**src/acs_map.svh**
```systemverilog
// Register offsets, field positions and timing counts of the converter sequencer.
// Assumes a 100 MHz core clock and a byte-addressed register port.
`ifndef ACS_MAP_SVH
`define ACS_MAP_SVH
`define ACS_OFF_CTRL 8'h00
`define ACS_OFF_CHSEL 8'h04
`define ACS_OFF_STAT 8'h08
`define ACS_OFF_DATA 8'h40
`define ACS_STAT_BUSY 0
`define ACS_STAT_JBUSY 1
`define ACS_STAT_STUCK 2
`define ACS_STAT_DONE 3
`define ACS_STAT_CH_LSB 4
`define ACS_DATA_VALID 31
`define ACS_DATA_ABT 30
`define ACS_CTRL_RST 10'h000
`define ACS_CLK_NS 10
`define ACS_SAMPLE_NS 180
`define ACS_CONV_NS 400
`define ACS_SAMPLE_CYC ((`ACS_SAMPLE_NS + `ACS_CLK_NS - 1) / `ACS_CLK_NS)
`define ACS_CONV_CYC ((`ACS_CONV_NS + `ACS_CLK_NS - 1) / `ACS_CLK_NS)
`define ACS_TMR_W 6
`endif

```
**src/acs_pkg.sv**
```systemverilog
// Types shared by the converter sequencer.
// Assumes the offsets and counts of acs_map.svh.
package acs_pkg;
  typedef enum logic [3:0] {
    ST_IDLE = 4'h1,
    ST_SAMPLE = 4'h2,
    ST_CONV = 4'h4,
    ST_STUCK = 4'h8
  } acs_state_t;
  // Control word, bit 0 is normal_chain_start.
  typedef struct packed {
    logic [3:0] inj_ch;
    logic cross_trigger_unit;
    logic scan;
    logic abort_conv;
    logic chain_abort_bit;
    logic injected_start;
    logic normal_chain_start;
  } acs_ctrl_t;
  typedef struct packed {
    logic valid;
    logic aborted;
    logic [11:0] value;
  } acs_cdata_t;
endpackage : acs_pkg

```
**src/acs_sequencer.sv**
```systemverilog
// Conversion sequencer with chain, scan, injected conversions and aborts.
// Assumes a converter that samples while adc_sample_on is high and offers
// adc_result at the end of the conversion phase; timer trigger is synchronous.
//
// Functional notes
// - Abort of one chained conversion after a lone single ends whole chain (silicon).
// - Aborted last conversion shows aborted; silicon still writes its result.
// - Chain abort marks current conversion aborted; silicon still writes result.
// - Injected request during scan chain without cross trigger unit hangs sampling.
// - Chain abort bit terminates the running scan chain.
// - After scan chain abort, next scan repeats first and drops last conversion.
// - Start bits launch conversions; done status bit shows chain completion.
//
// Decided for this implementation: the placing of the registers and the plain strobed port.
`timescale 1ns/1ps
`include "acs_map.svh"
module acs_sequencer #(
  parameter bit SILICON_AS_IS = 1'b1
) (
  input wire logic core_clk,
  input wire logic rst,
  input wire logic [7:0] reg_addr,
  input wire logic [31:0] reg_wdata,
  input wire logic reg_wr,
  input wire logic reg_rd,
  output logic [31:0] reg_rdata,
  input wire logic tmr_ch5_trig,
  input wire logic [11:0] adc_result,
  output logic adc_sample_on,
  output logic [3:0] adc_channel,
  output logic chain_busy
);
  import acs_pkg::*;

  // ----------------------------------------------------------------
  // Helpers
  // ----------------------------------------------------------------
  function automatic logic [3:0] next_en(logic [15:0] m, int after);
    logic [3:0] r;
    r = 4'h0;
    for (int i = 15; i >= 0; i--) begin
      if (m[i] && i > after) begin
        r = 4'(i);
      end
    end
    return r;
  endfunction

  function automatic logic [4:0] count_en(logic [15:0] m);
    logic [4:0] s;
    s = 5'h00;
    for (int i = 0; i < 16; i++) begin
      s = s + 5'(m[i]);
    end
    return s;
  endfunction

  // ----------------------------------------------------------------
  // State
  // ----------------------------------------------------------------
  acs_state_t st_r, st_nxt;
  acs_ctrl_t ctrl_r;
  acs_cdata_t data_r [16];
  logic [15:0] chsel_r;
  logic [`ACS_TMR_W-1:0] tmr_r, tmr_nxt;
  logic [3:0] ch_r, ch_nxt, pos_r, pos_nxt;
  logic [4:0] cnt_r, cnt_nxt;
  logic chain_r, chain_nxt, inj_r, inj_nxt;
  logic dup_act_r, dup_act_nxt, dup_flag_r, dup_flag_nxt;
  logic single_r, single_nxt, done_r;
  logic data_we, data_abt, data_upd, adv;
  logic clr_ns, clr_js, clr_ab, clr_ac, done_set;

  // ----------------------------------------------------------------
  // Decode
  // ----------------------------------------------------------------
  wire wr_ctrl = reg_wr && reg_addr == `ACS_OFF_CTRL;
  wire wr_chsel = reg_wr && reg_addr == `ACS_OFF_CHSEL;
  wire wr_stat = reg_wr && reg_addr == `ACS_OFF_STAT;
  wire hit_data = reg_addr[7:6] == `ACS_OFF_DATA >> 6;
  wire [3:0] rd_idx = reg_addr[5:2];
  wire tmr_hit = tmr_r == '0;
  wire [4:0] chain_len = count_en(chsel_r);
  wire [3:0] first_ch = next_en(chsel_r, -1);
  wire last_conv = cnt_r + 5'h01 == chain_len;
  wire inj_req = ctrl_r.injected_start;
  // A timer hit only counts here when the cross trigger unit does not own it.
  wire tmr_req = tmr_ch5_trig && !ctrl_r.cross_trigger_unit;
  wire hang_inj = SILICON_AS_IS && ctrl_r.scan && !ctrl_r.cross_trigger_unit && inj_req;
  wire run_chain = chain_r && !inj_r && (st_r == ST_SAMPLE || st_r == ST_CONV);
  wire [`ACS_TMR_W-1:0] smp_ld = `ACS_TMR_W'(`ACS_SAMPLE_CYC - 1);
  wire [`ACS_TMR_W-1:0] cnv_ld = `ACS_TMR_W'(`ACS_CONV_CYC - 1);
  wire [31:0] stat_word = {24'h0, ch_r, done_r, st_r == ST_STUCK, inj_r, chain_r};
  wire acs_cdata_t rd_cd = data_r[rd_idx];
  wire [31:0] data_word = {rd_cd.valid, rd_cd.aborted, 18'h0, rd_cd.value};
  wire [31:0] rd_mux =
    reg_addr == `ACS_OFF_CTRL ? {22'h0, ctrl_r} :
    reg_addr == `ACS_OFF_CHSEL ? {16'h0, chsel_r} :
    reg_addr == `ACS_OFF_STAT ? stat_word :
    hit_data ? data_word : 32'h0;

  // ----------------------------------------------------------------
  // Sequencing
  // ----------------------------------------------------------------
  always_comb begin
    st_nxt = st_r;
    tmr_nxt = tmr_hit ? tmr_r : tmr_r - `ACS_TMR_W'(1);
    ch_nxt = ch_r;
    pos_nxt = pos_r;
    cnt_nxt = cnt_r;
    chain_nxt = chain_r;
    inj_nxt = inj_r;
    dup_act_nxt = dup_act_r;
    dup_flag_nxt = dup_flag_r;
    single_nxt = single_r;
    data_we = 1'b0;
    data_abt = 1'b0;
    data_upd = 1'b0;
    adv = 1'b0;
    clr_ns = 1'b0;
    clr_js = 1'b0;
    clr_ab = !chain_r;
    clr_ac = !chain_r;
    done_set = 1'b0;
    case (st_r)
      ST_IDLE: begin
        if (inj_req) begin
          inj_nxt = 1'b1;
          ch_nxt = ctrl_r.inj_ch;
          clr_js = 1'b1;
          st_nxt = ST_SAMPLE;
          tmr_nxt = smp_ld;
        end else if (ctrl_r.normal_chain_start && |chsel_r) begin
          chain_nxt = 1'b1;
          pos_nxt = first_ch;
          ch_nxt = first_ch;
          cnt_nxt = 5'h00;
          dup_act_nxt = dup_flag_r;
          dup_flag_nxt = 1'b0;
          st_nxt = ST_SAMPLE;
          tmr_nxt = smp_ld;
        end
      end
      ST_SAMPLE, ST_CONV: begin
        if (run_chain && (ctrl_r.chain_abort_bit ||
            (ctrl_r.abort_conv && SILICON_AS_IS && single_r))) begin
          data_we = 1'b1;
          data_abt = 1'b1;
          data_upd = SILICON_AS_IS;
          chain_nxt = 1'b0;
          clr_ab = 1'b1;
          clr_ac = 1'b1;
          dup_flag_nxt = SILICON_AS_IS && ctrl_r.scan;
          st_nxt = ST_IDLE;
        end else if (run_chain && ctrl_r.abort_conv) begin
          clr_ac = 1'b1;
          data_we = 1'b1;
          data_abt = 1'b1;
          data_upd = SILICON_AS_IS && last_conv;
          adv = 1'b1;
        end else if (chain_r && !inj_r && hang_inj) begin
          st_nxt = ST_STUCK;
        end else if (st_r == ST_SAMPLE && tmr_hit) begin
          st_nxt = ST_CONV;
          tmr_nxt = cnv_ld;
        end else if (st_r == ST_CONV && tmr_hit) begin
          data_we = 1'b1;
          data_upd = 1'b1;
          if (inj_r) begin
            inj_nxt = 1'b0;
            ch_nxt = pos_r;
            st_nxt = chain_r ? ST_SAMPLE : ST_IDLE;
            tmr_nxt = smp_ld;
          end else begin
            adv = 1'b1;
          end
        end
      end
      // The converter hangs in sampling; only a reset brings it back.
      ST_STUCK: st_nxt = ST_STUCK;
      default: st_nxt = ST_IDLE;
    endcase
    if (adv) begin
      cnt_nxt = cnt_r + 5'h01;
      st_nxt = ST_SAMPLE;
      tmr_nxt = smp_ld;
      if (last_conv) begin
        done_set = 1'b1;
        single_nxt = chain_len == 5'h01;
        if (ctrl_r.scan && ctrl_r.normal_chain_start) begin
          pos_nxt = first_ch;
          cnt_nxt = 5'h00;
        end else begin
          chain_nxt = 1'b0;
          clr_ns = 1'b1;
          st_nxt = ST_IDLE;
        end
      end else if (dup_act_r) begin
        dup_act_nxt = 1'b0;
      end else begin
        pos_nxt = next_en(chsel_r, int'(pos_r));
      end
      ch_nxt = pos_nxt;
      if (chain_nxt && inj_req) begin
        inj_nxt = 1'b1;
        ch_nxt = ctrl_r.inj_ch;
        clr_js = 1'b1;
      end
    end
  end

  always_ff @(posedge core_clk) begin
    if (rst) begin
      st_r <= ST_IDLE;
      tmr_r <= '0;
      ch_r <= 4'h0;
      pos_r <= 4'h0;
      cnt_r <= 5'h00;
      chain_r <= 1'b0;
      inj_r <= 1'b0;
      dup_act_r <= 1'b0;
      dup_flag_r <= 1'b0;
      single_r <= 1'b0;
    end else begin
      st_r <= st_nxt;
      tmr_r <= tmr_nxt;
      ch_r <= ch_nxt;
      pos_r <= pos_nxt;
      cnt_r <= cnt_nxt;
      chain_r <= chain_nxt;
      inj_r <= inj_nxt;
      dup_act_r <= dup_act_nxt;
      dup_flag_r <= dup_flag_nxt;
      single_r <= single_nxt;
    end
  end

  // ----------------------------------------------------------------
  // Registers
  // ----------------------------------------------------------------
  // Software relies on clearing the start bit with the abort.
  acs_ctrl_t ctrl_hw;
  assign ctrl_hw = '{inj_ch: ctrl_r.inj_ch, cross_trigger_unit: ctrl_r.cross_trigger_unit,
    scan: ctrl_r.scan, abort_conv: ctrl_r.abort_conv && !clr_ac,
    chain_abort_bit: ctrl_r.chain_abort_bit && !clr_ab,
    injected_start: ctrl_r.injected_start && !clr_js,
    normal_chain_start: ctrl_r.normal_chain_start && !clr_ns};
  wire acs_ctrl_t ctrl_sw = reg_wdata[9:0];

  always_ff @(posedge core_clk) begin
    if (rst) begin
      ctrl_r <= `ACS_CTRL_RST;
      chsel_r <= 16'h0000;
      done_r <= 1'b0;
      reg_rdata <= 32'h0;
    end else begin
      ctrl_r <= wr_ctrl ? ctrl_sw : ctrl_hw;
      ctrl_r.injected_start <= (wr_ctrl ? ctrl_sw.injected_start : ctrl_hw.injected_start)
        || tmr_req;
      chsel_r <= wr_chsel ? reg_wdata[15:0] : chsel_r;
      // A completion in the clearing cycle is kept.
      done_r <= done_set || (done_r && !(wr_stat && reg_wdata[`ACS_STAT_DONE]));
      reg_rdata <= reg_rd ? rd_mux : 32'h0;
    end
  end

  for (genvar g = 0; g < 16; g++) begin : g_data
    always_ff @(posedge core_clk) begin
      if (rst) begin
        data_r[g] <= '0;
      end else if (data_we && ch_r == 4'(g)) begin
        data_r[g].aborted <= data_abt;
        data_r[g].valid <= data_r[g].valid || data_upd;
        data_r[g].value <= data_upd ? adc_result : data_r[g].value;
      end
    end
  end

  always_ff @(posedge core_clk) begin
    if (rst) begin
      adc_sample_on <= 1'b0;
      adc_channel <= 4'h0;
      chain_busy <= 1'b0;
    end else begin
      adc_sample_on <= st_nxt == ST_SAMPLE || st_nxt == ST_STUCK;
      adc_channel <= ch_nxt;
      chain_busy <= chain_nxt;
    end
  end

  // ----------------------------------------------------------------
  // Checks
  // ----------------------------------------------------------------
  wire ab_conv_ev = run_chain && ctrl_r.abort_conv && !ctrl_r.chain_abort_bit;
  single_abort_a: assert property (@(posedge core_clk) disable iff (rst)
    ab_conv_ev && SILICON_AS_IS && single_r |=> st_r == ST_IDLE && !chain_busy)
    else $error("lone single abort did not end chain");
  last_abort_data_a: assert property (@(posedge core_clk) disable iff (rst)
    ab_conv_ev && last_conv && !single_r |-> data_we && data_abt
    && data_upd == SILICON_AS_IS)
    else $error("last conversion abort mishandled");
  chain_abort_data_a: assert property (@(posedge core_clk) disable iff (rst)
    run_chain && ctrl_r.chain_abort_bit |-> data_we && data_abt && data_upd == SILICON_AS_IS)
    else $error("chain abort data update wrong");
  stuck_entry_a: assert property (@(posedge core_clk) disable iff (rst)
    run_chain && hang_inj && !ctrl_r.chain_abort_bit && !ctrl_r.abort_conv
    |=> st_r == ST_STUCK ##1 st_r == ST_STUCK && adc_sample_on)
    else $error("injected request did not hang sampling");
  chain_abort_end_a: assert property (@(posedge core_clk) disable iff (rst)
    run_chain && ctrl_r.chain_abort_bit |=> !chain_r ##1 !chain_busy)
    else $error("chain abort did not terminate chain");
  dup_first_a: assert property (@(posedge core_clk) disable iff (rst)
    adv && dup_act_r && !last_conv |=> ch_r == $past(ch_r) || inj_r)
    else $error("first conversion not repeated");
  busy_status_a: assert property (@(posedge core_clk) disable iff (rst)
    reg_rd && reg_addr == `ACS_OFF_STAT |=> reg_rdata[`ACS_STAT_BUSY] == $past(chain_r))
    else $error("busy status does not follow chain");
  chain_order_a: assert property (@(posedge core_clk) disable iff (rst)
    adv && !last_conv && !dup_act_r |=> pos_r > $past(pos_r) && chsel_r[pos_r])
    else $error("chain did not move to next enabled channel");
  conv_time_a: assert property (@(posedge core_clk) disable iff (rst)
    $rose(st_r == ST_CONV) |-> tmr_r == cnv_ld)
    else $error("conversion phase length wrong");
  chain_done_c: cover property (@(posedge core_clk) disable iff (rst) done_set);
  stuck_c: cover property (@(posedge core_clk) disable iff (rst) st_r == ST_STUCK);
  chain_abort_c: cover property (@(posedge core_clk) disable iff (rst)
    run_chain && ctrl_r.chain_abort_bit);
  inj_in_chain_c: cover property (@(posedge core_clk) disable iff (rst) inj_r && chain_r);
endmodule : acs_sequencer

```
**config.mk**
```make
export PLATFORM = sky130hd
export DESIGN_NAME = acs_sequencer
export DESIGN_NICKNAME = d
export VERILOG_FILES = /design/src/acs_pkg.sv /design/src/acs_sequencer.sv
export VERILOG_INCLUDE_DIRS = /design/src
export SDC_FILE = /design/constraint.sdc
export NUM_CORES = 1
export LEC_CHECK = 0
export BUFFER_PORTS_ARGS = -buffer_cell sky130_fd_sc_hd__clkbuf_2
export CORE_MARGIN = 4
export CORE_UTILIZATION = 61
export CTS_CLUSTER_DIAMETER = 80
export DETAILED_ROUTE_END_ITERATION = 12
export PLACE_DENSITY = 0.8
export SKIP_LAST_GASP = 1
export SLEW_MARGIN = 10
export SYNTH_ARGS = -nofsm -noshare
export SYNTH_HDL_FRONTEND = slang
export SYNTH_SLANG_ARGS = --single-unit
export TNS_END_PERCENT = 1
```
**constraint.sdc**
```tcl
create_clock -name core_clk -period 7.2 [get_ports core_clk]
set_input_delay 0 -clock core_clk [delete_from_list [all_inputs] [get_ports core_clk]]
set_output_delay 0 -clock core_clk [all_outputs]
set_load 0.01 [all_outputs]
```
==> impl_metrics.tcl <==
set metrics [dict create \
    status "complete, but fails checks" \
    violations "negative hold slack" \
    multi_input_area_um2 6450 \
    gp_congestion 0.957 \
    insertion_delay_ps 580 \
    ys_ff_latch 298 \
    final-max-slew-violation-count 0 \
    p_switching_mw 0.922 \
    ir_drop_uv 236 \
    critPathLaunch "chsel_r[5]" \
    crit_fanout 13 \
    syn-cell-area_um2 15200 \
    vias_per_cell 6.50 \
    yosys_most_used_dff "edfxtp_1" \
    clock_sinks 298 \
    ctsResizeCount 0 \
    clock_path_buffers 3 \
    drc 0 \
    slew_headroom_pct 22.0 \
    cts_made_buffers 31 \
    cp_slowest_cell "a21oi_2" \
    finalCriticalPeriod_ps 6510 \
    hold_violations 2 \
    r2r-start "chsel_r[5]" \
    cts_tree "yes" \
    postCtsSetupRepairBufs 0 \
    grt_pass1_wl_um 62700 \
    drive_above_1_share_pct 15.6 \
    area_growth_pct 11.0 \
    dp_hpwl_um 26800 \
    fillers 1691 \
    crit_top_cell "fa_1" \
    seqCellArea_um2 8210 \
    maxCapViolations 0 \
    synth_edf_count 224 \
    cp-end-kind "flip-flop" \
    intPower_mw 2.90 \
    row_count 57 \
    die_w_um 166 \
    ios 95 \
    synth_top_family_by_area "simple AND/OR/NAND/NOR gates" \
    synthSimpleGateAreaFrac_pct 17.6 \
    crit_type "flip-flop to flip-flop" \
    wl_um 40200 \
    fin_hold_ws_ps -1.67 \
    min_path_type "input port to flip-flop" \
    synth_xor_area_share_pct 1.07 \
    rsz0062_at_grt "no" \
    synth_cell_types 72 \
    finalSetupViolations 0 \
    hp-start "adc_result[7]" \
    tns_ps 0 \
    seqPwrFrac_pct 50.7 \
    yosysSeqAreaShare_pct 53.9 \
    worstMarginPinSlew_ps 1170 \
    synth-compound-area-share_pct 10.6 \
    swShare_pct 24.1 \
    synth_fa_ha_area_share_pct 2.05 \
    fin_skew_ps 14.5 \
    arrival_ps 6770 \
    p_leak_nw 6.16 \
    worstPathRequired_ps 7470 \
    p_clk_share_pct 39.1 \
    powerDensity_nw_per_um2 226 \
    cts_hold_buffers 31 \
    clkTransAtPathRegs_ps 60 \
    vias 10900 \
    fmax_mhz 154 \
    first_pass_iters 5 \
    grt_pass1_vias 10700 \
    synth.area.mux_share_pct 10.7 \
    portBuffers 64 \
    die_area_um2 27600 \
    cts-htree-levels 1 \
    cts_root_buf "clkbuf_16" \
    finalCritPeriodShare_pct 90.4 \
    nets 1406 \
    synthArstFlopShare_pct 0 \
    antenna_cells 0 \
    max_stage_delay_ps 630 \
    postRouteAntennaNets 0 \
    avgRoutedWirePerCell_um 23.9 \
    avgSynthCellArea_um2 11.9 \
    die_height_um 166 \
    crit_path_start_kind "flip-flop" \
    power_frac_comb_pct 10.2 \
    coreArea_um2 24500 \
    overflow 0 \
    grt_max_degree 77 \
    reg2reg_slack_ps 690 \
    crit_path_cell_trace "inv_1, fa_1, inv_1, fa_1, fa_1, inv_1, fa_1, inv_1, ha_1, fa_1, xor2_1, xnor2_1, nor3_1, nand3_1, a21oi_2, nor2_1, nor2b_1, buf_4" \
    yosysWarnings 0 \
    drtIter0Drc 1256 \
    synthCells 1281 \
    start_util_pct 62.3 \
    antenna_found_initial 0 \
    grtUsageTotal_pct 28.9 \
]
[synth_stat cells (all sizes together), types with 11 or more instances]
library cell  instances  area share (%)
a21o                 23             1.1
nor2                 66             1.6
dfxtp                74             9.7
edfxtp              224              44
o21ai                37             1.2
nand2                74             1.8
a21oi                63             2.1
nand3                19            0.62
inv                  39            0.96
nor3                 37             1.3
a22oi                11            0.57
and2                200             8.2
o21a                 23             1.1
mux4                 70              10
buf                  29             1.2
a211oi               20            0.99
clkbuf               81             2.0
nor2b                29             1.2
[through the flow]
step	area [um2]	worst slack (ps)	power [mW]	utilization (%)	instances
2_1_floorplan	15300	1460	2.24	-	1294
3_3_place_gp	15700	1090	2.34	64.1	1590
3_5_place_dp	15700	862	2.34	64.1	1590
4_1_cts	16900	839	3.83	69.1	1678
5_1_grt	16900	439	3.95	69.1	1678
6_report	16900	692	3.83	69.1	1678
[power groups by stage]
stage / clock (mW) / combinational, mW / sequential [mW]
final: 1.50 / 0.389 / 1.94
after CTS: 1.51 / 0.385 / 1.94
after global routing: 1.58 / 0.421 / 1.95
after floorplan: 0 / 0.277 / 1.96
after detailed placement: 0 / 0.369 / 1.98
after global placement: 0 / 0.362 / 1.97
[metal layers]
metal | GRT usage, % | share of wire [%]
met5 | 0 | 0
met1 | 37.7 | 37
met3 | 3.83 | 8.3
met2 | 48.8 | 50
met4 | 12.9 | 5.3
[path summary, 6_finish.rpt]
| kind | endpoint | cells after the start |
|---|---|---|
| worst max-delay path | data_r[0][6] | 18 |
| worst min-delay path | data_r[5][7] | 2 |
| worst max register to register | data_r[0][6] | 18 |
| worst min register to register | dup_flag_r | 2 |
[layout by cell type, fill, tap and decap left out, drive strengths merged, types with 8 or more instances in the layout]
master	synthesis	layout
a211oi	20	20
a21o	23	23
a21oi	63	63
a22oi	11	11
a31oi	9	9
and2	200	200
and3	9	9
buf	29	20
clkbuf	81	106
clkinv	0	11
conb	1	14
dfxtp	74	74
dlygate4sd3	0	31
edfxtp	224	224
fa	10	10
ha	9	9
inv	39	40
mux4	70	70
nand2	74	74
nand3	19	19
nand4	8	8
nor2	66	66
nor2b	29	29
nor3	37	37
o21a	23	23
o21ai	37	37
xnor2	8	8
xor2	8	8
[cells by family (layout without fill, tap and decap cells)]
family,Yosys count,count (layout)
simple gates,482,482
flops,298,298
compound gates,240,240
buf+inv,149,209
mux,75,75
fa+ha+maj,19,19
xor+xnor,17,17
other cells,1,14
[area by class of cell]
class	count	share of cell area [%]
repair buffers	113	4.54
clock inverters	13	0.562
clock buffers	44	4.93
multi-input cells	847	38.2
flip-flops and latches	298	48.5
inverters	39	0.866
well taps	324	2.40
[sequential cells by signal (all words and copies together), names as in the netlist]
register,flops
pos_r,4
ctrl_hw,6
chsel_r,16
adc_channel,4
dup_flag_r,1
chain_busy,1
ctrl_r,3
adc_sample_on,1
inj_r,1
done_r,1
tmr_r,6
inj_req,1
st_r,4
data_r,224
reg_rdata,18
single_r,1
dup_act_r,1
cnt_r,5
[worst max-delay path, delay by kind of cell, from the launching register on]
family / cells / cell delay [ps]
compound gates: 1 / 630
fa+ha+maj: 6 / 2630
flops: 1 / 440
buf+inv: 5 / 600
xor+xnor: 2 / 300
simple gates: 4 / 1590
(Power assumes the default switching activity.)
